`src/rtl/mrps_pkg.sv`:
```
// mrps_pkg: constants, register map and state type of the mirror rail power sequencer.
// assumes a 100 MHz mclk and a plain 8-bit address / 16-bit data register port.
package mrps_pkg;
   // clock and time base
   localparam int CLK_MHZ = 100;
   localparam int TICK_US = 4;
   localparam int TICK_CYCLES = TICK_US * CLK_MHZ;
   // fixed waits, in microseconds, and as time-base ticks
   localparam int NORM_RAIL_GAP_US = 10000;
   localparam int NORM_RESET_GAP_US = 1000;
   localparam int SUPPLY_SETTLE_US = 1000;
   localparam int DISCHARGE_US = 1000;
   localparam logic [15:0] NORM_RAIL_GAP_TICKS = 16'((NORM_RAIL_GAP_US + TICK_US - 1) / TICK_US - 1);
   localparam logic [15:0] NORM_RESET_GAP_TICKS = 16'((NORM_RESET_GAP_US + TICK_US - 1) / TICK_US - 1);
   localparam logic [15:0] SUPPLY_SETTLE_TICKS = 16'((SUPPLY_SETTLE_US + TICK_US - 1) / TICK_US - 1);
   localparam logic [15:0] DISCHARGE_TICKS = 16'((DISCHARGE_US + TICK_US - 1) / TICK_US - 1);
   localparam logic [15:0] FINAL_STEP_TICKS = 16'h0000;
   // register offsets
   localparam logic [7:0] ADDR_CTRL = 8'h01;
   localparam logic [7:0] ADDR_FAULT_DELAY = 8'h0F;
   localparam logic [7:0] ADDR_OFS_WAIT = 8'h10;
   localparam logic [7:0] ADDR_BIAS_WAIT = 8'h11;
   localparam logic [7:0] ADDR_STATUS = 8'h20;
   // field positions
   localparam int CTRL_FAST_EN_BIT = 0;
   localparam int FDLY_F2S_LSB = 8;
   localparam int FDLY_S2D_LSB = 0;
   localparam int STAT_STATE_LSB = 0;
   localparam int STAT_PON_BIT = 4;
   localparam int STAT_OT_BIT = 5;
   localparam int STAT_UV_BIT = 6;
   localparam int STAT_FAULT_BIT = 7;
   // reset values; delay codes count ticks minus one
   localparam logic RST_FAST_EN = 1'b1;
   localparam logic [7:0] RST_F2S_CODE = 8'h86;
   localparam logic [7:0] RST_S2D_CODE = 8'h00;
   localparam logic [15:0] RST_OFS_WAIT = 16'h00F9;
   localparam logic [15:0] RST_BIAS_WAIT = 16'h00F9;
   // supply enable bit of the third supply output
   localparam int THIRD_SUPPLY_BIT = 2;
   localparam logic [3:0] SUPPLY_ALL = 4'hF;
   localparam logic [3:0] SUPPLY_NONE = 4'h0;

   typedef enum logic [3:0] {
      ST_OFF,
      ST_THIRD_UP,
      ST_SUPPLY_UP,
      ST_OFFSET_ON,
      ST_BIAS_ON,
      ST_RUN,
      ST_NS_RAILS_STOP,
      ST_NS_RESET_LOW,
      ST_NS_DISCHARGE,
      ST_FS_WAIT_STOP,
      ST_FS_WAIT_DISCH,
      ST_FS_FINAL,
      ST_STANDBY
   } mrps_state_t;
endpackage

```
`src/rtl/mrps_sequencer.sv`:
```
// mrps_sequencer: power-up, normal shutdown, fast fault shutdown and auto restart
// of the supplies and the three mirror rails (offset, bias, reset).
// assumes asynchronous pins for request, over-temperature and undervoltage, and a
// same-clock register master with one-cycle strobes.
//
// Function
// - request high starts power-up to running
// - request low shuts everything down to off
// - supplies first, then mirror rails one by one
// - offset first, bias after programmed wait
// - reset rail after second programmed wait
// - normal: bias/reset stop, 10 ms, offset
// - reset low, 1 ms, discharge, supplies off
// - fault output stays high in a request-driven normal shutdown
// - fault asserts output, starts fast shutdown
// - fast shutdown control bit, on from reset
// - fast: bias/reset stop after programmed delay
// - second delay, then discharge and reset low
// - finally drop the mirror rails enable
// - stay in standby while fault persists
// - fault gone: third supply, then normal startup
// - undervoltage starts the rail shutdown
// - automatic steps run in this state machine
//
// Decided for this implementation: the address-and-strobe port and the register addresses.
`timescale 1ns/1ps
module mrps_sequencer #(
   parameter int TICK_CYCLES = mrps_pkg::TICK_CYCLES
) (
   // clock and reset
   input wire logic mclk,
   input wire logic reset,
   // pins from outside
   input wire logic projector_on_request,
   input wire logic over_temp,
   input wire logic main_input_supply_low,
   // register port
   input wire logic [7:0] reg_addr,
   input wire logic [15:0] reg_wdata,
   input wire logic reg_write,
   input wire logic reg_read,
   output logic [15:0] reg_rdata,
   // supplies and rails
   output logic [3:0] supply_enable,
   output logic mirror_offset_rail,
   output logic mirror_bias_rail,
   output logic mirror_reset_rail,
   output logic rail_discharge,
   output logic mirror_rails_enable,
   // system signals
   output logic system_reset_n,
   output logic fault_int_n
);
   // refuse a time base that the 16-bit divider cannot count
   if (TICK_CYCLES < 1 || TICK_CYCLES > 65535)
   begin
      $error("mrps_sequencer: TICK_CYCLES must lie in 1..65535");
   end

   localparam logic [15:0] TICK_LAST = 16'(TICK_CYCLES - 1);

   typedef struct packed {
      mrps_pkg::mrps_state_t st;
      logic [15:0] div;
      logic tick;
      logic [15:0] cnt;
      logic [2:0] pon_s;
      logic [2:0] ot_s;
      logic [2:0] uv_s;
      logic pon;
      logic ot;
      logic uv;
      logic fast_en;
      logic [7:0] f2s_code;
      logic [7:0] s2d_code;
      logic [15:0] ofs_wait;
      logic [15:0] bias_wait;
      logic fault;
      logic [15:0] rdata;
      logic [3:0] supply;
      logic ofs;
      logic bias;
      logic rst_rail;
      logic disch;
      logic rails_en;
      logic sys_rst_n;
      logic int_n;
   } mrps_regs_t;

   mrps_regs_t r_q;
   mrps_regs_t r_d;

   // a pin change counts only once the last two stages agree
   function automatic logic mrps_filt(input logic [2:0] s, input logic cur);
      mrps_filt = (s[1] == s[2]) ? s[2] : cur;
   endfunction

   logic fault_now;
   logic step_done;

   always_comb
   begin
      r_d = r_q;
      fault_now = r_q.ot | r_q.uv;
      step_done = r_q.tick && (r_q.cnt == 16'h0000);

      // pin synchronisers; stage 0 feeds only stage 1
      r_d.pon_s = {r_q.pon_s[1:0], projector_on_request};
      r_d.ot_s = {r_q.ot_s[1:0], over_temp};
      r_d.uv_s = {r_q.uv_s[1:0], main_input_supply_low};
      r_d.pon = mrps_filt(r_q.pon_s, r_q.pon);
      r_d.ot = mrps_filt(r_q.ot_s, r_q.ot);
      r_d.uv = mrps_filt(r_q.uv_s, r_q.uv);

      // time base: one tick pulse every TICK_CYCLES clocks
      r_d.tick = 1'b0;
      if (r_q.div == TICK_LAST)
      begin
         r_d.div = 16'h0000;
         r_d.tick = 1'b1;
      end
      else
      begin
         r_d.div = r_q.div + 16'h0001;
      end
      if (r_q.tick && r_q.cnt != 16'h0000)
         r_d.cnt = r_q.cnt - 16'h0001;

      // register writes
      if (reg_write)
      begin
         case (reg_addr)
            mrps_pkg::ADDR_CTRL:
               r_d.fast_en = reg_wdata[mrps_pkg::CTRL_FAST_EN_BIT];
            mrps_pkg::ADDR_FAULT_DELAY:
            begin
               r_d.f2s_code = reg_wdata[mrps_pkg::FDLY_F2S_LSB +: 8];
               r_d.s2d_code = reg_wdata[mrps_pkg::FDLY_S2D_LSB +: 8];
            end
            mrps_pkg::ADDR_OFS_WAIT:
               r_d.ofs_wait = reg_wdata;
            mrps_pkg::ADDR_BIAS_WAIT:
               r_d.bias_wait = reg_wdata;
            default:
               r_d.fast_en = r_q.fast_en;
         endcase
      end

      // register reads; unmapped offsets answer zero
      r_d.rdata = 16'h0000;
      if (reg_read)
      begin
         case (reg_addr)
            mrps_pkg::ADDR_CTRL:
               r_d.rdata[mrps_pkg::CTRL_FAST_EN_BIT] = r_q.fast_en;
            mrps_pkg::ADDR_FAULT_DELAY:
               r_d.rdata = {r_q.f2s_code, r_q.s2d_code};
            mrps_pkg::ADDR_OFS_WAIT:
               r_d.rdata = r_q.ofs_wait;
            mrps_pkg::ADDR_BIAS_WAIT:
               r_d.rdata = r_q.bias_wait;
            mrps_pkg::ADDR_STATUS:
            begin
               r_d.rdata[mrps_pkg::STAT_STATE_LSB +: 4] = r_q.st;
               r_d.rdata[mrps_pkg::STAT_PON_BIT] = r_q.pon;
               r_d.rdata[mrps_pkg::STAT_OT_BIT] = r_q.ot;
               r_d.rdata[mrps_pkg::STAT_UV_BIT] = r_q.uv;
               r_d.rdata[mrps_pkg::STAT_FAULT_BIT] = r_q.fault;
            end
            default:
               r_d.rdata = 16'h0000;
         endcase
      end

      // fault latch: a new fault always wins over its clear in standby
      if (fault_now)
         r_d.fault = 1'b1;
      r_d.int_n = ~(r_q.fault | fault_now);

      // sequence; every step is taken here without software help
      case (r_q.st)
         mrps_pkg::ST_OFF:
         begin
            // nothing is powered here, so a fault that has gone leaves no latch behind
            if (!fault_now)
               r_d.fault = 1'b0;
            if (r_q.pon && !fault_now)
            begin
               r_d.st = mrps_pkg::ST_SUPPLY_UP;
               r_d.supply = mrps_pkg::SUPPLY_ALL;
               r_d.cnt = mrps_pkg::SUPPLY_SETTLE_TICKS;
            end
         end
         mrps_pkg::ST_THIRD_UP:
         begin
            if (step_done)
            begin
               r_d.st = mrps_pkg::ST_SUPPLY_UP;
               r_d.supply = mrps_pkg::SUPPLY_ALL;
               r_d.cnt = mrps_pkg::SUPPLY_SETTLE_TICKS;
            end
         end
         mrps_pkg::ST_SUPPLY_UP:
         begin
            if (step_done)
            begin
               r_d.st = mrps_pkg::ST_OFFSET_ON;
               r_d.ofs = 1'b1;
               r_d.rails_en = 1'b1;
               r_d.cnt = r_q.ofs_wait;
            end
         end
         mrps_pkg::ST_OFFSET_ON:
         begin
            if (step_done)
            begin
               r_d.st = mrps_pkg::ST_BIAS_ON;
               r_d.bias = 1'b1;
               r_d.cnt = r_q.bias_wait;
            end
         end
         mrps_pkg::ST_BIAS_ON:
         begin
            if (step_done)
            begin
               r_d.st = mrps_pkg::ST_RUN;
               r_d.rst_rail = 1'b1;
               r_d.sys_rst_n = 1'b1;
            end
         end
         mrps_pkg::ST_RUN:
            r_d.st = mrps_pkg::ST_RUN;
         mrps_pkg::ST_NS_RAILS_STOP:
         begin
            if (step_done)
            begin
               r_d.st = mrps_pkg::ST_NS_RESET_LOW;
               r_d.ofs = 1'b0;
               r_d.sys_rst_n = 1'b0;
               r_d.cnt = mrps_pkg::NORM_RESET_GAP_TICKS;
            end
         end
         mrps_pkg::ST_NS_RESET_LOW:
         begin
            if (step_done)
            begin
               r_d.st = mrps_pkg::ST_NS_DISCHARGE;
               r_d.disch = 1'b1;
               r_d.cnt = mrps_pkg::DISCHARGE_TICKS;
            end
         end
         mrps_pkg::ST_NS_DISCHARGE:
         begin
            if (step_done)
            begin
               r_d.disch = 1'b0;
               r_d.rails_en = 1'b0;
               r_d.supply = mrps_pkg::SUPPLY_NONE;
               r_d.st = r_q.fault ? mrps_pkg::ST_STANDBY : mrps_pkg::ST_OFF;
            end
         end
         mrps_pkg::ST_FS_WAIT_STOP:
         begin
            if (step_done)
            begin
               r_d.st = mrps_pkg::ST_FS_WAIT_DISCH;
               r_d.bias = 1'b0;
               r_d.rst_rail = 1'b0;
               r_d.cnt = {8'h00, r_q.s2d_code};
            end
         end
         mrps_pkg::ST_FS_WAIT_DISCH:
         begin
            if (step_done)
            begin
               r_d.st = mrps_pkg::ST_FS_FINAL;
               r_d.ofs = 1'b0;
               r_d.disch = 1'b1;
               r_d.sys_rst_n = 1'b0;
               r_d.cnt = mrps_pkg::DISCHARGE_TICKS;
            end
         end
         mrps_pkg::ST_FS_FINAL:
         begin
            if (step_done)
            begin
               r_d.st = mrps_pkg::ST_STANDBY;
               r_d.rails_en = 1'b0;
               r_d.disch = 1'b0;
               r_d.supply = mrps_pkg::SUPPLY_NONE;
            end
         end
         mrps_pkg::ST_STANDBY:
         begin
            if (!fault_now)
            begin
               r_d.fault = 1'b0;
               r_d.st = mrps_pkg::ST_THIRD_UP;
               r_d.supply[mrps_pkg::THIRD_SUPPLY_BIT] = 1'b1;
               r_d.cnt = mrps_pkg::SUPPLY_SETTLE_TICKS;
            end
         end
         default:
            r_d.st = mrps_pkg::ST_OFF;
      endcase

      // shutdown entry from the start-up states and run, not from shutdown or standby; a fault outranks the request
      if (r_q.st inside {mrps_pkg::ST_SUPPLY_UP, mrps_pkg::ST_OFFSET_ON,
                         mrps_pkg::ST_BIAS_ON, mrps_pkg::ST_RUN,
                         mrps_pkg::ST_THIRD_UP})
      begin
         if (fault_now && r_q.fast_en)
         begin
            r_d.st = mrps_pkg::ST_FS_WAIT_STOP;
            r_d.cnt = {8'h00, r_q.f2s_code};
         end
         else if (fault_now || !r_q.pon)
         begin
            r_d.st = mrps_pkg::ST_NS_RAILS_STOP;
            r_d.bias = 1'b0;
            r_d.rst_rail = 1'b0;
            r_d.cnt = mrps_pkg::NORM_RAIL_GAP_TICKS;
         end
      end
   end

   // one register for the whole state; reset gives constants only
   always_ff @(posedge mclk)
   begin
      if (reset)
      begin
         r_q <= '0;
         r_q.st <= mrps_pkg::ST_OFF;
         r_q.fast_en <= mrps_pkg::RST_FAST_EN;
         r_q.f2s_code <= mrps_pkg::RST_F2S_CODE;
         r_q.s2d_code <= mrps_pkg::RST_S2D_CODE;
         r_q.ofs_wait <= mrps_pkg::RST_OFS_WAIT;
         r_q.bias_wait <= mrps_pkg::RST_BIAS_WAIT;
         r_q.int_n <= 1'b1;
      end
      else
      begin
         r_q <= r_d;
      end
   end

   // outputs straight from the state register
   assign reg_rdata = r_q.rdata;
   assign supply_enable = r_q.supply;
   assign mirror_offset_rail = r_q.ofs;
   assign mirror_bias_rail = r_q.bias;
   assign mirror_reset_rail = r_q.rst_rail;
   assign rail_discharge = r_q.disch;
   assign mirror_rails_enable = r_q.rails_en;
   assign system_reset_n = r_q.sys_rst_n;
   assign fault_int_n = r_q.int_n;
endmodule

```
`config.mk`:
```
export PLATFORM = sky130hd
export DESIGN_NAME = mrps_sequencer
export DESIGN_NICKNAME = d
export VERILOG_FILES = /design/src/rtl/mrps_pkg.sv /design/src/rtl/mrps_sequencer.sv
export SDC_FILE = /design/constraint.sdc
export NUM_CORES = 1
export LEC_CHECK = 0
export ABC_AREA = 1
export CAP_MARGIN = 20
export CORE_UTILIZATION = 35
export CTS_CLUSTER_SIZE = 28
export DETAILED_ROUTE_END_ITERATION = 10
export DONT_BUFFER_PORTS = 1
export GPL_TIMING_DRIVEN = 0
export PLACE_DENSITY = 0.53
export SKIP_LAST_GASP = 1
export SLEW_MARGIN = 5
export SYNTH_ARGS = -nofsm -noshare
export SYNTH_HDL_FRONTEND = slang
export SYNTH_SLANG_ARGS = --single-unit
```
`constraint.sdc`:
```
create_clock -name mclk -period 3.2 [get_ports mclk]
set_input_delay 0.16 -clock mclk [delete_from_list [all_inputs] [get_ports mclk]]
set_output_delay 0.16 -clock mclk [all_outputs]
set_load 0.02 [all_outputs]
```
* After elaboration in Yosys (flattened, before gate mapping)
Index checks and enable logic that the tools add are counted.
Word-level totals: bits in registers 126, bits in latches 0, RAM bits 0, memory bits (read-only) 0, bits of input ports 31, output and inout bits 27, logic and storage cells 152, memories kept 0
Operators by class: add/sub/neg operators 2, $mul 0, div/mod/pow operators 0, order comparisons 0, eq/ne operators 29, shift-type cells 0, mux-type cells 57, bitwise logic cells 4, reductions and logical operators 34
Operator list (number):
- $mux 16 | 10
- $pmux 16 s6 | 1
- $mux 4 | 19
- $pmux 4 s13 | 1
- $pmux 7 s4 | 1
- $pmux 8 s3 | 1
- $eq 4x4->1 const B | 5
- $add 16x1->16 const B | 1
- $eq 16x9->1 const B | 1
- $eq 4x3->1 const B | 4
- $eq 8x5->1 const B | 2
- $logic_not 16->1 | 1
- $reduce_bool 16->1 | 1
- $sub 16x1->16 const B | 1
- $pmux 1 s2 | 6
- $reduce_and 3->1 | 4
- $reduce_or 2->1 | 6
- $mux 2 | 5
- $ne 2x2->1 const B | 5
- $mux 1 | 9
- $eq 4x2->1 const B | 2
- $eq 8x1->1 const B | 1
- $eq 8x4->1 const B | 1
- $eq 8x6->1 const B | 1
- 21 further kinds | 37

* Depth between registers and ports, before layout
Gate-level depths: netlist of run 1.
word-level depth 8, depth in mapped cells 14, gate-level depth less buffers 13

* Worst setup path before layout of run 1
No wires, ideal clock.
kind flip-flop to flip-flop, start point register r_q[89] (netlist bit), end point register r_q[90] (netlist bit), data arrival time 1.566 ns, required time 3.084 ns, path slack 1.518 ns, cell stages (with the launch flop) 13, cells stage by stage dfxtp_1 > inv_1 > ha_1 > nand2_1 > nor2_1 > nand3_1 > buf_2 > nand2_1 > nand3_4 > nand2_1 > nand3_1 > nand2_1 > nand2_1
On the way: cells in the longest elaborated chain, start to end 8, elaborated cells between the ends (all ways) 16, classes of those cells 1 x add/sub; 11 x mux; 4 x reduce/logical
RTL lines:
- start, declared | RTL line mrps_sequencer.sv:90 | mrps_regs_t r_q;
- start signal, assigned | RTL line mrps_sequencer.sv:343 | r_q <= r_d;
- parallel branches: the longest is 4 deep, another holds $sub 16x1->16
- $pmux 16 s6 * | RTL line mrps_sequencer.sv:181 | case (r_q.st)
- $mux 16 | RTL line mrps_sequencer.sv:317 | else if (fault_now || !r_q.pon)
- $mux 16 | RTL line mrps_sequencer.sv:312 | if (fault_now && r_q.fast_en)
- $mux 16 * | RTL line mrps_sequencer.sv:308 | if (r_q.st inside {mrps_pkg::ST_SUPPLY_UP, mrps_pkg::ST_OFFSET_ON,
Mark *: on every way between the ends. A chain may end at the register's enable or synchronous reset.

* Worst setup path after layout of run 1
start point register r_q[123] (netlist bit), end point register r_q[103] (netlist bit)
On the way: cells in the longest elaborated chain, start to end 6, elaborated cells between the ends (all ways) 17, classes of those cells 10 x eq/ne; 4 x mux; 3 x reduce/logical
RTL lines (RTL line):
- $eq 4x1->1 (tied with other cells) | mrps_sequencer.sv:181, mrps_sequencer.sv:308
- $reduce_or 4->1 (no source line)
- $pmux 16 s6 | mrps_sequencer.sv:181
- $mux 16 | mrps_sequencer.sv:317
- $mux 16 | mrps_sequencer.sv:312
- $mux 16 * | mrps_sequencer.sv:308
Mark *: on every way between the ends. The rest lies on a longest branch, timed or not.

==> metrics.txt, run 1 <==
ANT cells 0; Tcrit/Tclk final 0.658; grt total ovfl 0; # setup viols final 0; Avg Inst Size Synth 6.96 um2; Slew Viols, Final 0; post-synth cell types 44; critical path, cell by cell inv_2, nor2_1, nand2_2, buf_2, nor2_1, a22oi_1, a21oi_1; DRT iter0 DRCs 441; critical path fanouts, max 10; Sw Share 0.314; Initial Utilization 0.362; Crit. End Element flop; TritonCTS clock tree done; Synth top area share 0.411; flops & latches, synth 124; largest net degree at the start of global routing 17; vias per cell 5.02; CP top delay family simple AND/OR/NAND/NOR gates; clock network power share 0.423; Final Skew 0.00721 ns; gpl congestion 0.864; sequential power share 0.366; DR vias 5750; most frequent cells in the layout 171 x nand2_1, 126 x inv_1, 124 x dfxtp_1; Critical Path Start Type flop; number of global-route vias before repair 5409; Sw Pwr 1.43 mW; Die Span X 133 um; Clock Latency Late Sink 0.43 ns; # IOs 58; Util after Layout 0.428; most used cell, CP nor2_1; antenna viol nets, final 0; Layout area overhead 18.3%; ys flop type dfxtp_1; final hold violation count 0; Slowest Stage Delay on Critical Path 0.49 ns; register area share after synthesis 0.411; Post-synth EDFFs 0; Rows 47; Die ar. 17800 um2; setup TNS 0 ns; gr usage total 0.213; Area contributors post-synth dfxtp_1 41%, nand2_1 11%, inv_1 7.8%; max-cap violation count 0; clock-pin slew on the worst setup and hold paths 0.06 ns; Die Y 133 um; Post-Syn Nets 902; H-tree Lvls 4; outcome finished clean; First-pass DRT Iterations 5; fillers 1761; WL/cell 15.8 um; final worst path period need 2.11 ns; ys async rst share 0; pwr dens 638 nW/um2; clock root buffer master clkbuf_16; CTS max path bufs 2; crit path max-delay cell type dfxtp_1; Yosys warning total 0; Setup CP Type flop to flop; Slew @ Worst Pin 0.695 ns; crit path buf inv count 2; worst min path class input port to flop; arrival time worst endpoint 2.47 ns; RSZ-0062 raised after global routing false; commonest non-fill, non-tap cell in the layout nand2_1; Slew HR 0.537; floorplan core area 16700 um2; cell taking the most area after synthesis dfxtp_1; static leakage 3.05 nW; final routed DRC violation total 0; fmax 475 MHz; Nets 945; Syn Std Cell Area 6040 um2; Routed WL 18.1 mm; Logic pwr share 0.211; share of cells above drive strength 1 0.101; Worst IR Drop VDD 0.000449 V; internal power 3.13 mW; initial antenna violation count 0; CTS sink cnt 124; CTS resizes 0; Critical Path RT 3.56 ns; Port Buffers 0; dpl hpwl 13.3 mm; CTS buffer count 17; first-pass GRT wire length 29.0 mm; post-synthesis instance total 869
state kept, by name, indices dropped and copies added (netlist names):
name                 count
mirror_rails_enable      1
fault_int_n              1
system_reset_n           1
reg_rdata               16
mirror_reset_rail        1
rail_discharge           1
mirror_bias_rail         1
mirror_offset_rail       1
r_d                      6
supply_enable            2
r_q                     93
power by group through the flow:
stage | Combinational (mW) | Clock (mW) | Sequential (mW)
floorplan | 0.711 | 0 | 1.69
global placement | 0.926 | 0 | 1.70
detailed placement | 0.921 | 0 | 1.70
CTS | 0.952 | 1.95 | 1.67
global route | 1.08 | 2.03 | 1.68
finish | 0.961 | 1.93 | 1.67
final timing paths:
kind                        from                   end  slack, ns  cells after the start
max reg2reg  r_q[123]$_SDFF_PP0_   r_q[103]$_SDFF_PP0_       1.09                      7
min reg2reg   r_d[87]$_SDFF_PP0_    r_d[88]$_SDFF_PP0_       0.41                      2
max          r_q[123]$_SDFF_PP0_   r_q[103]$_SDFF_PP0_       1.09                      7
min                  reg_addr[1]  r_q[76]$_SDFFE_PP1P_       0.05                      4
cell type report:
type	instances	area [um2]	area share
timing repair buffer	24	240	0.0336
sequential	124	2480	0.347
multi-input combinational	567	2790	0.391
tap	220	275	0.0385
clock buffer	22	474	0.0663
inverter	135	507	0.0709
buffer	43	262	0.0366
clock inverter	10	115	0.0161
worst min-delay path: cells and delay by family:
kind / cells / cell delay (ns)
and+or+nand+nor: 3 / 0.21
AOI/OAI and AO/OA: 1 / 0.08
routing by layer:
| layer | global-route usage | share of wire |
|---|---|---|
| met1 | 0.289 | 0.48 |
| met4 | 0.0878 | 0.024 |
| met2 | 0.322 | 0.43 |
| met3 | 0.0521 | 0.065 |
| met5 | 0 | 0 |
cells in the mapped netlist (all sizes together), types with 2 or more instances:
cell / number
nand2: 179
inv: 133
dfxtp: 124
nor2: 112
a21oi: 75
o21ai: 54
nand3: 39
buf: 35
o22ai: 24
nor3: 14
o211ai: 12
xor2: 9
clkbuf: 8
nand4: 7
o221ai: 6
a211oi: 5
a221oi: 5
nor3b: 4
a31oi: 3
xnor2: 3
clkinv: 2
ha: 2
nand3b: 2
nor4: 2
o21a: 2
or2: 2
per-stage QoR:
step | area [um2] | setup slack, ns | hold WS (ns) | power (mW) | instances
global route | 7150 | 0.870 | 0.0628 | 4.79 | 1145
global placement | 6320 | 1.08 | 0.278 | 2.63 | 1089
floorplan | 6040 | 1.52 | 0.267 | 2.40 | 869
CTS | 7150 | 1.09 | 0.0346 | 4.58 | 1145
detailed placement | 6320 | 1.11 | 0.275 | 2.62 | 1089
finish | 7150 | 1.09 | 0.0485 | 4.56 | 1145
cell families after synthesis:
kind of cell	count (synthesis)	share of synthesized area
compound gates	191	0.181
xor+xnor	12	0.0174
fa+ha+maj	2	0.00414
buf+inv	178	0.127
flops	124	0.411
simple gates	362	0.260
what timing repair did:
action                                 4_1_cts  5_1_grt
hold buffers                                24        0
setup buffers                                0        0
endpoints found under the hold margin       61        0
Power figures use the tool's default switching activity.
==> run 2: changes to the inputs <==
clock period = 2.06 ns   (was 3.2 ns; I/O delays follow)
==> metrics.txt, run 2 (synthesized netlist as in run 1, its figures left out) <==
worst r2r path cells 13 (+6); DR vias 5802 (+0.90%); setup TNS 0 ns (unchanged); max FFs per register 93 (unchanged); CP top delay family simple AND/OR/NAND/NOR gates; Worst R2R End r_q[93]$_SDFF_PP0_; Routed WL 18.2 mm (+0.48%); crit path max-delay cell type dfxtp_1; max-cap violation count 0 (unchanged); reg2reg start r_q[124]$_SDFF_PP0_; most used cell, CP nand2_1; Slowest Stage Delay on Critical Path 0.30 ns (-0.19 ns); Hold EP r_q[76]$_SDFFE_PP1P_; worst min path class input port to flop; Util after Layout 0.433 (+0.00465); H-tree Lvls 4 (unchanged); Final Skew 0.00766 ns (+0.000454 ns); ANT cells 0 (unchanged); Slew @ Worst Pin 0.706 ns (+0.0112 ns); worst hold slack 0.0265 ns (-0.0219 ns); Crit. End Element flop; clock-pin slew on the worst setup and hold paths 0.06 ns (about the same); final hold violation count 0 (unchanged); largest net degree at the start of global routing 17 (unchanged); Die Y 133 um (unchanged); gpl congestion 0.864 (unchanged); largest reg by FF count r_q; Post-Layout Cell Count 1147 (+0.17%); Layout area overhead 19.6%; fillers 1758 (-0.17%); pwr dens 987 nW/um2 (+55%); gr usage total 0.214 (+0.000897); dpl ws -0.0326 ns (-1.14 ns); Die ar. 17800 um2 (unchanged); floorplan core area 16700 um2 (unchanged); share of cells above drive strength 1 0.118 (+0.0170); final worst path period need 1.93 ns (-0.174 ns); Worst Hold Depth 3 (-1); Placed Area 6320 um2 (unchanged); arrival time worst endpoint 2.25 ns (-0.22 ns); Die Span X 133 um (unchanged); initial antenna violation count 0 (unchanged); Setup CP Type flop to flop; vias per cell 5.06 (+0.73%); Initial Utilization 0.362 (unchanged); # IOs 58 (unchanged); Final WS setup 0.128 ns (-0.966 ns); hold path startpoint reg_write; CTS max path bufs 2 (unchanged); fmax 518 MHz (+9.0%); Worst IR Drop VDD 0.000675 V (+50%); First-pass DRT Iterations 5 (unchanged); Final Cell Area 7230 um2 (+1.1%); number of global-route vias before repair 5429 (+0.37%); clock root buffer master clkbuf_16; Slew Viols, Final 0 (unchanged); Rows 47 (unchanged); static leakage 3.08 nW (+1.0%); DP Cell Count 1089 (unchanged); Port Buffers 0 (unchanged); Critical Path RT 2.38 ns (-1.18 ns); CTS buffer count 17 (unchanged); dpl hpwl 13.3 mm (unchanged); most frequent cells in the layout 169 x nand2_1, 125 x inv_1, 121 x dfxtp_1; Clock Latency Late Sink 0.43 ns (about the same); TritonCTS clock tree done; final routed DRC violation total 0 (unchanged); total power 7.13 mW (+56%); register-to-register setup slack 0.13 ns (-0.97 ns); RSZ-0062 raised after global routing true; critical path, cell by cell buf_4, inv_2, nand2_2, inv_2, nand2_4, nand2_1, nor3_2, nor2_2, buf_6, o21ai_1, nand3_1, nand2_1, nand2_1; critical path fanouts, max 10 (unchanged); outcome finished clean; antenna viol nets, final 0 (unchanged); DRT iter0 DRCs 490 (+11%); # setup viols final 0 (unchanged); Slew HR 0.529 (-0.00749); first-pass GRT wire length 29.1 mm (+0.33%); WL/cell 15.9 um (+0.30%); CTS sink cnt 124 (unchanged); Tcrit/Tclk final 0.938 (+0.280); crit path buf inv count 4 (+2); Nets 947 (+0.21%); grt total ovfl 0 (unchanged); commonest non-fill, non-tap cell in the layout nand2_1; Critical Path Start Type flop
==> run 2: cell types whose count changed in the layout (fill, tap and decap cells not counted), sizes merged <==
cell,before,now
dlygate4sd3,24,26
==> run 2: final cells by class <==
type	instances	area (um2)	area share
Timing Repair Buffer	26	260	0.0360
Tap cell	220	275	0.0381
Inverter	135	507	0.0701
Multi-Input combinational cell	567	2840	0.394
Clock buffer	22	474	0.0656
Sequential cell	124	2490	0.344
Buffer	43	265	0.0367
Clock inverter	10	115	0.0159
==> run 2: where the power goes <==
| group | switching, mW | internal [mW] |
|---|---|---|
| Sequential | 0.0942 | 2.50 |
| Combinational | 1.02 | 0.512 |
| Clock | 1.13 | 1.87 |
| Total | 2.25 | 4.89 |
==> run 2: what timing repair did <==
| action | 4_1_cts | 5_1_grt |
|---|---|---|
| endpoints found under the setup margin | 2 | 34 |
| buffers inserted | 0 | 0 |
| hold buffers | 26 | 0 |
| gates resized for setup | 2 | 21 |
| endpoints found under the hold margin | 63 | 0 |
==> run 2: worst max path at each step <==
stage	startpoint	slack, ns	cells past startpoint	end
after detailed placement	r_q[89]$_SDFF_PP0_	-0.03	11	r_q[124]$_SDFF_PP0_
after floorplan	r_q[89]$_SDFF_PP0_	0.38	12	r_q[90]$_SDFF_PP0_
after global placement	r_q[123]$_SDFF_PP0_	-0.06	7	r_q[103]$_SDFF_PP0_
final	r_q[124]$_SDFF_PP0_	0.13	13	r_q[93]$_SDFF_PP0_
after global routing	r_q[123]$_SDFF_PP0_	-0.02	9	r_q[96]$_SDFF_PP0_
after CTS	r_q[89]$_SDFF_PP0_	0.02	12	r_q[90]$_SDFF_PP0_
==> run 2: layer usage <==
layer	GRT usage	part of all wire	vias up
li1	-	-	2906
met1	0.289	0.47	2639
met2	0.324	0.43	218
met3	0.0521	0.074	39
met4	0.0878	0.025	0
met5	0	0	-
==> run 2: worst min-delay path, stage by stage <==
cell and delay, ns:
inv_1 0.14, o21ai_0 0.12, nand3_1 0.06
==> run 3: changes to the inputs <==
--- a/config.mk
+++ b/config.mk
@@ -6,5 +6,4 @@
 export NUM_CORES = 1
 export LEC_CHECK = 0
-export ABC_AREA = 1
 export CAP_MARGIN = 20
 export CORE_UTILIZATION = 35
==> constraint.sdc (replaced) <==
create_clock -name mclk -period 2.06 [get_ports mclk]
set_input_delay 0.103 -clock mclk [delete_from_list [all_inputs] [get_ports mclk]]
set_output_delay 0.103 -clock mclk [all_outputs]
set_load 0.005 [all_outputs]
==> metrics.txt, run 3 <==
outcome finished with violations; failing checks negative setup slack; CTS buffer count 17 (unchanged); Worst IR Drop VDD 0.000660 V (-2.2%); largest reg by FF count r_q; DRT iter0 DRCs 551 (+12%); initial antenna violation count 0 (unchanged); internal power 5.44 mW (+11%); # IOs 58 (unchanged); Rows 48 (+2.1%); max-cap violation count 0 (unchanged); crit path buf inv count 2 (-2); Layout area overhead 25.0%; Slew @ Worst Pin 0.707 ns (+0.000735 ns); Register Area 2490 um2 (+0.25%); clock root buffer master clkbuf_16; Avg Inst Size Synth 8.09 um2 (+16%); Crit. End Element flop; flops & latches, synth 124 (unchanged); final hold violation count 0 (unchanged); register area share after synthesis 0.394 (-0.0164); final routed DRC violation total 0 (unchanged); clock-pin slew on the worst setup and hold paths 0.06 ns (about the same); Final Skew 0.00772 ns (+0.0000583 ns); clock network power share 0.391 (-0.030); Post-Layout Cell Count 1077 (-6.1%); number of global-route vias before repair 5968 (+9.9%); Nets 872 (-7.9%); ANT cells 0 (unchanged); CP top delay family compound AO/OA/AOI/OAI gates; RSZ-0062 raised after global routing true; Yosys warning total 0 (unchanged); ys async rst share 0 (unchanged); Syn Std Cell Area 6300 um2 (+4.2%); Logic pwr share 0.285 (+0.070); Area contributors post-synth dfxtp_1 39%, nand2_1 8.2%, a21oi_1 5.7%; Critical Path Start Type flop; DP Cell Count 1004 (-7.8%); Die Y 136 um (+2.0%); H-tree Lvls 4 (unchanged); static leakage 2.82 nW (-8.4%); commonest non-fill, non-tap cell in the layout nand2_1; share of cells above drive strength 1 0.184 (+0.0667); Sw Pwr 2.71 mW (+20%); Slowest Stage Delay on Critical Path 0.35 ns (+0.05 ns); Initial Utilization 0.361 (-0.000433); setup TNS -0.0418 ns (-0.0418 ns); pwr dens 1030 nW/um2 (+4.8%); sequential power share 0.324 (-0.040); Routed WL 21.7 mm (+19%); post-synth cell types 81 (+84%); arrival time worst endpoint 2.38 ns (+0.13 ns); Slew HR 0.529 (about the same); Port Buffers 0 (unchanged); Synth top area share 0.394 (-0.0164); grt total ovfl 0 (unchanged); CTS max path bufs 2 (unchanged); WL/cell 20.1 um (+27%); final worst path period need 2.10 ns (+0.170 ns); gpl congestion 0.910 (+5.3%); post-synthesis instance total 778 (-10%); Util after Layout 0.452 (+0.0192); Die Span X 136 um (+2.0%); Sw Share 0.332 (+0.0172); most frequent cells in the layout 137 x nand2_1, 118 x dfxtp_1, 72 x a21oi_1; TritonCTS clock tree done; multi-input combinational cell area 3590 um2 (+26%); ys flop type dfxtp_1; largest net degree at the start of global routing 17 (unchanged); CTS sink cnt 124 (unchanged); vias per cell 5.78 (+14%); Tcrit/Tclk final 1.02 (+0.0825); cell taking the most area after synthesis dfxtp_1; dpl ws -0.594 ns (-0.561 ns); Final WS setup -0.0418 ns (-0.170 ns); antenna viol nets, final 0 (unchanged); crit path max-delay cell type dfxtp_1; Die ar. 18500 um2 (+4.1%); DR vias 6220 (+7.2%); fillers 1747 (-0.63%); max FFs per register 93 (unchanged); fmax 476 MHz (-8.1%); gr usage total 0.243 (+0.0287); first-pass GRT wire length 33.7 mm (+16%); Clock Latency Late Sink 0.43 ns (about the same); First-pass DRT Iterations 8 (+3); most frequent cell after synthesis nand2_1; critical path fanouts, max 10 (unchanged); Slew Viols, Final 0 (unchanged); dpl hpwl 15.2 mm (+15%); register-to-register setup slack -0.04 ns (-0.17 ns); Setup CP Type flop to flop; Post-Syn Nets 811 (-10%); Post-synth EDFFs 0 (unchanged); floorplan core area 17400 um2 (+4.3%); worst min path class input port to flop; Critical Path RT 2.34 ns (-0.04 ns); critical path, cell by cell buf_4, xnor2_2, o221ai_1, and3_2, buf_6, a31oi_1, o21ai_0; Synth top cells by count 138 x nand2_1, 124 x dfxtp_1, 72 x a21oi_1; # setup viols final 1 (+1)
==> run 3: cell count changes in the layout (fill, tap and decap cells not counted), sizes merged, moves of 18 or more <==
cell | before | now
buf | 35 | 59
inv | 133 | 16
nand2 | 179 | 138
nor2 | 112 | 56
nor2b | 0 | 18
o22ai | 24 | 1
==> run 3: power groups by stage <==
stage	Clock, mW	Combinational [mW]	Sequential (mW)
floorplan	0	1.26	2.63
global placement	0	1.74	2.66
detailed placement	0	1.77	2.66
CTS	3.22	2.10	2.61
global route	3.33	2.46	2.65
finish	3.18	2.32	2.64
==> run 3: logic make-up after synthesis <==
| kind of cell | count (synthesis) | synth area share |
|---|---|---|
| flops | 124 | 0.394 |
| compound gates | 200 | 0.209 |
| xor+xnor | 17 | 0.0236 |
| buf+inv | 79 | 0.0709 |
| fa+ha+maj | 2 | 0.00397 |
| mux | 7 | 0.0117 |
| simple gates | 349 | 0.287 |
==> run 3: per-stage QoR <==
stage	instance area, um2	hold slack [ns]	total power, mW
4_1_cts	7690	0.0355	7.94
2_1_floorplan	6300	0.227	3.89
3_5_place_dp	6590	0.234	4.43
5_1_grt	7870	0.0802	8.44
3_3_place_gp	6580	0.231	4.41
6_report	7870	0.0529	8.14
==> run 3: worst register-to-register path, delay by kind of cell, from the launching register on <==
family / cells / cell delay, ns
xor+xnor: 1 / 0.31
simple gates: 1 / 0.33
flops: 1 / 0.35
buf+inv: 2 / 0.34
compound gates: 3 / 0.64
==> run 3: layout make-up <==
type | instances | area share
clock inverters | 11 | 0.0197
well taps | 225 | 0.0358
repair buffers | 42 | 0.0502
clock buffers | 21 | 0.0598
plain buffers | 66 | 0.0563
multi-input cells | 576 | 0.456
flip-flops and latches | 124 | 0.317
inverters | 12 | 0.00604
==> run 3: repair_timing <==
action | CTS | global route
endpoints found under the setup margin | 27 | 29
hold endpoints to repair | 59 | 0
hold buffers | 22 | 0
gates resized for setup | 33 | 38
pin swaps | 5 | 11
gates cloned | 1 | 1
setup buffers | 11 | 7
==> run 3: worst paths after layout <==
path / start / endpoint / depth (start not counted)
worst min register to register: r_d[81]$_SDFF_PP0_ / r_d[82]$_SDFF_PP0_ / 1
worst max register to register: r_q[123]$_SDFF_PP0_ / r_q[97]$_SDFF_PP0_ / 7
worst max-delay path: r_q[123]$_SDFF_PP0_ / r_q[97]$_SDFF_PP0_ / 7
worst min-delay path: reg_write / r_q[52]$_SDFFE_PP0P_ / 3
==> run 3: layer usage <==
| layer | track usage | wire, um | vias up |
|---|---|---|---|
| met1 | 0.318 | 9610 | 2951 |
| met5 | 0 | 0 | - |
| met2 | 0.380 | 9940 | 283 |
| met3 | 0.0533 | 1530 | 55 |
| li1 | - | - | 2931 |
| met4 | 0.108 | 616 | 0 |
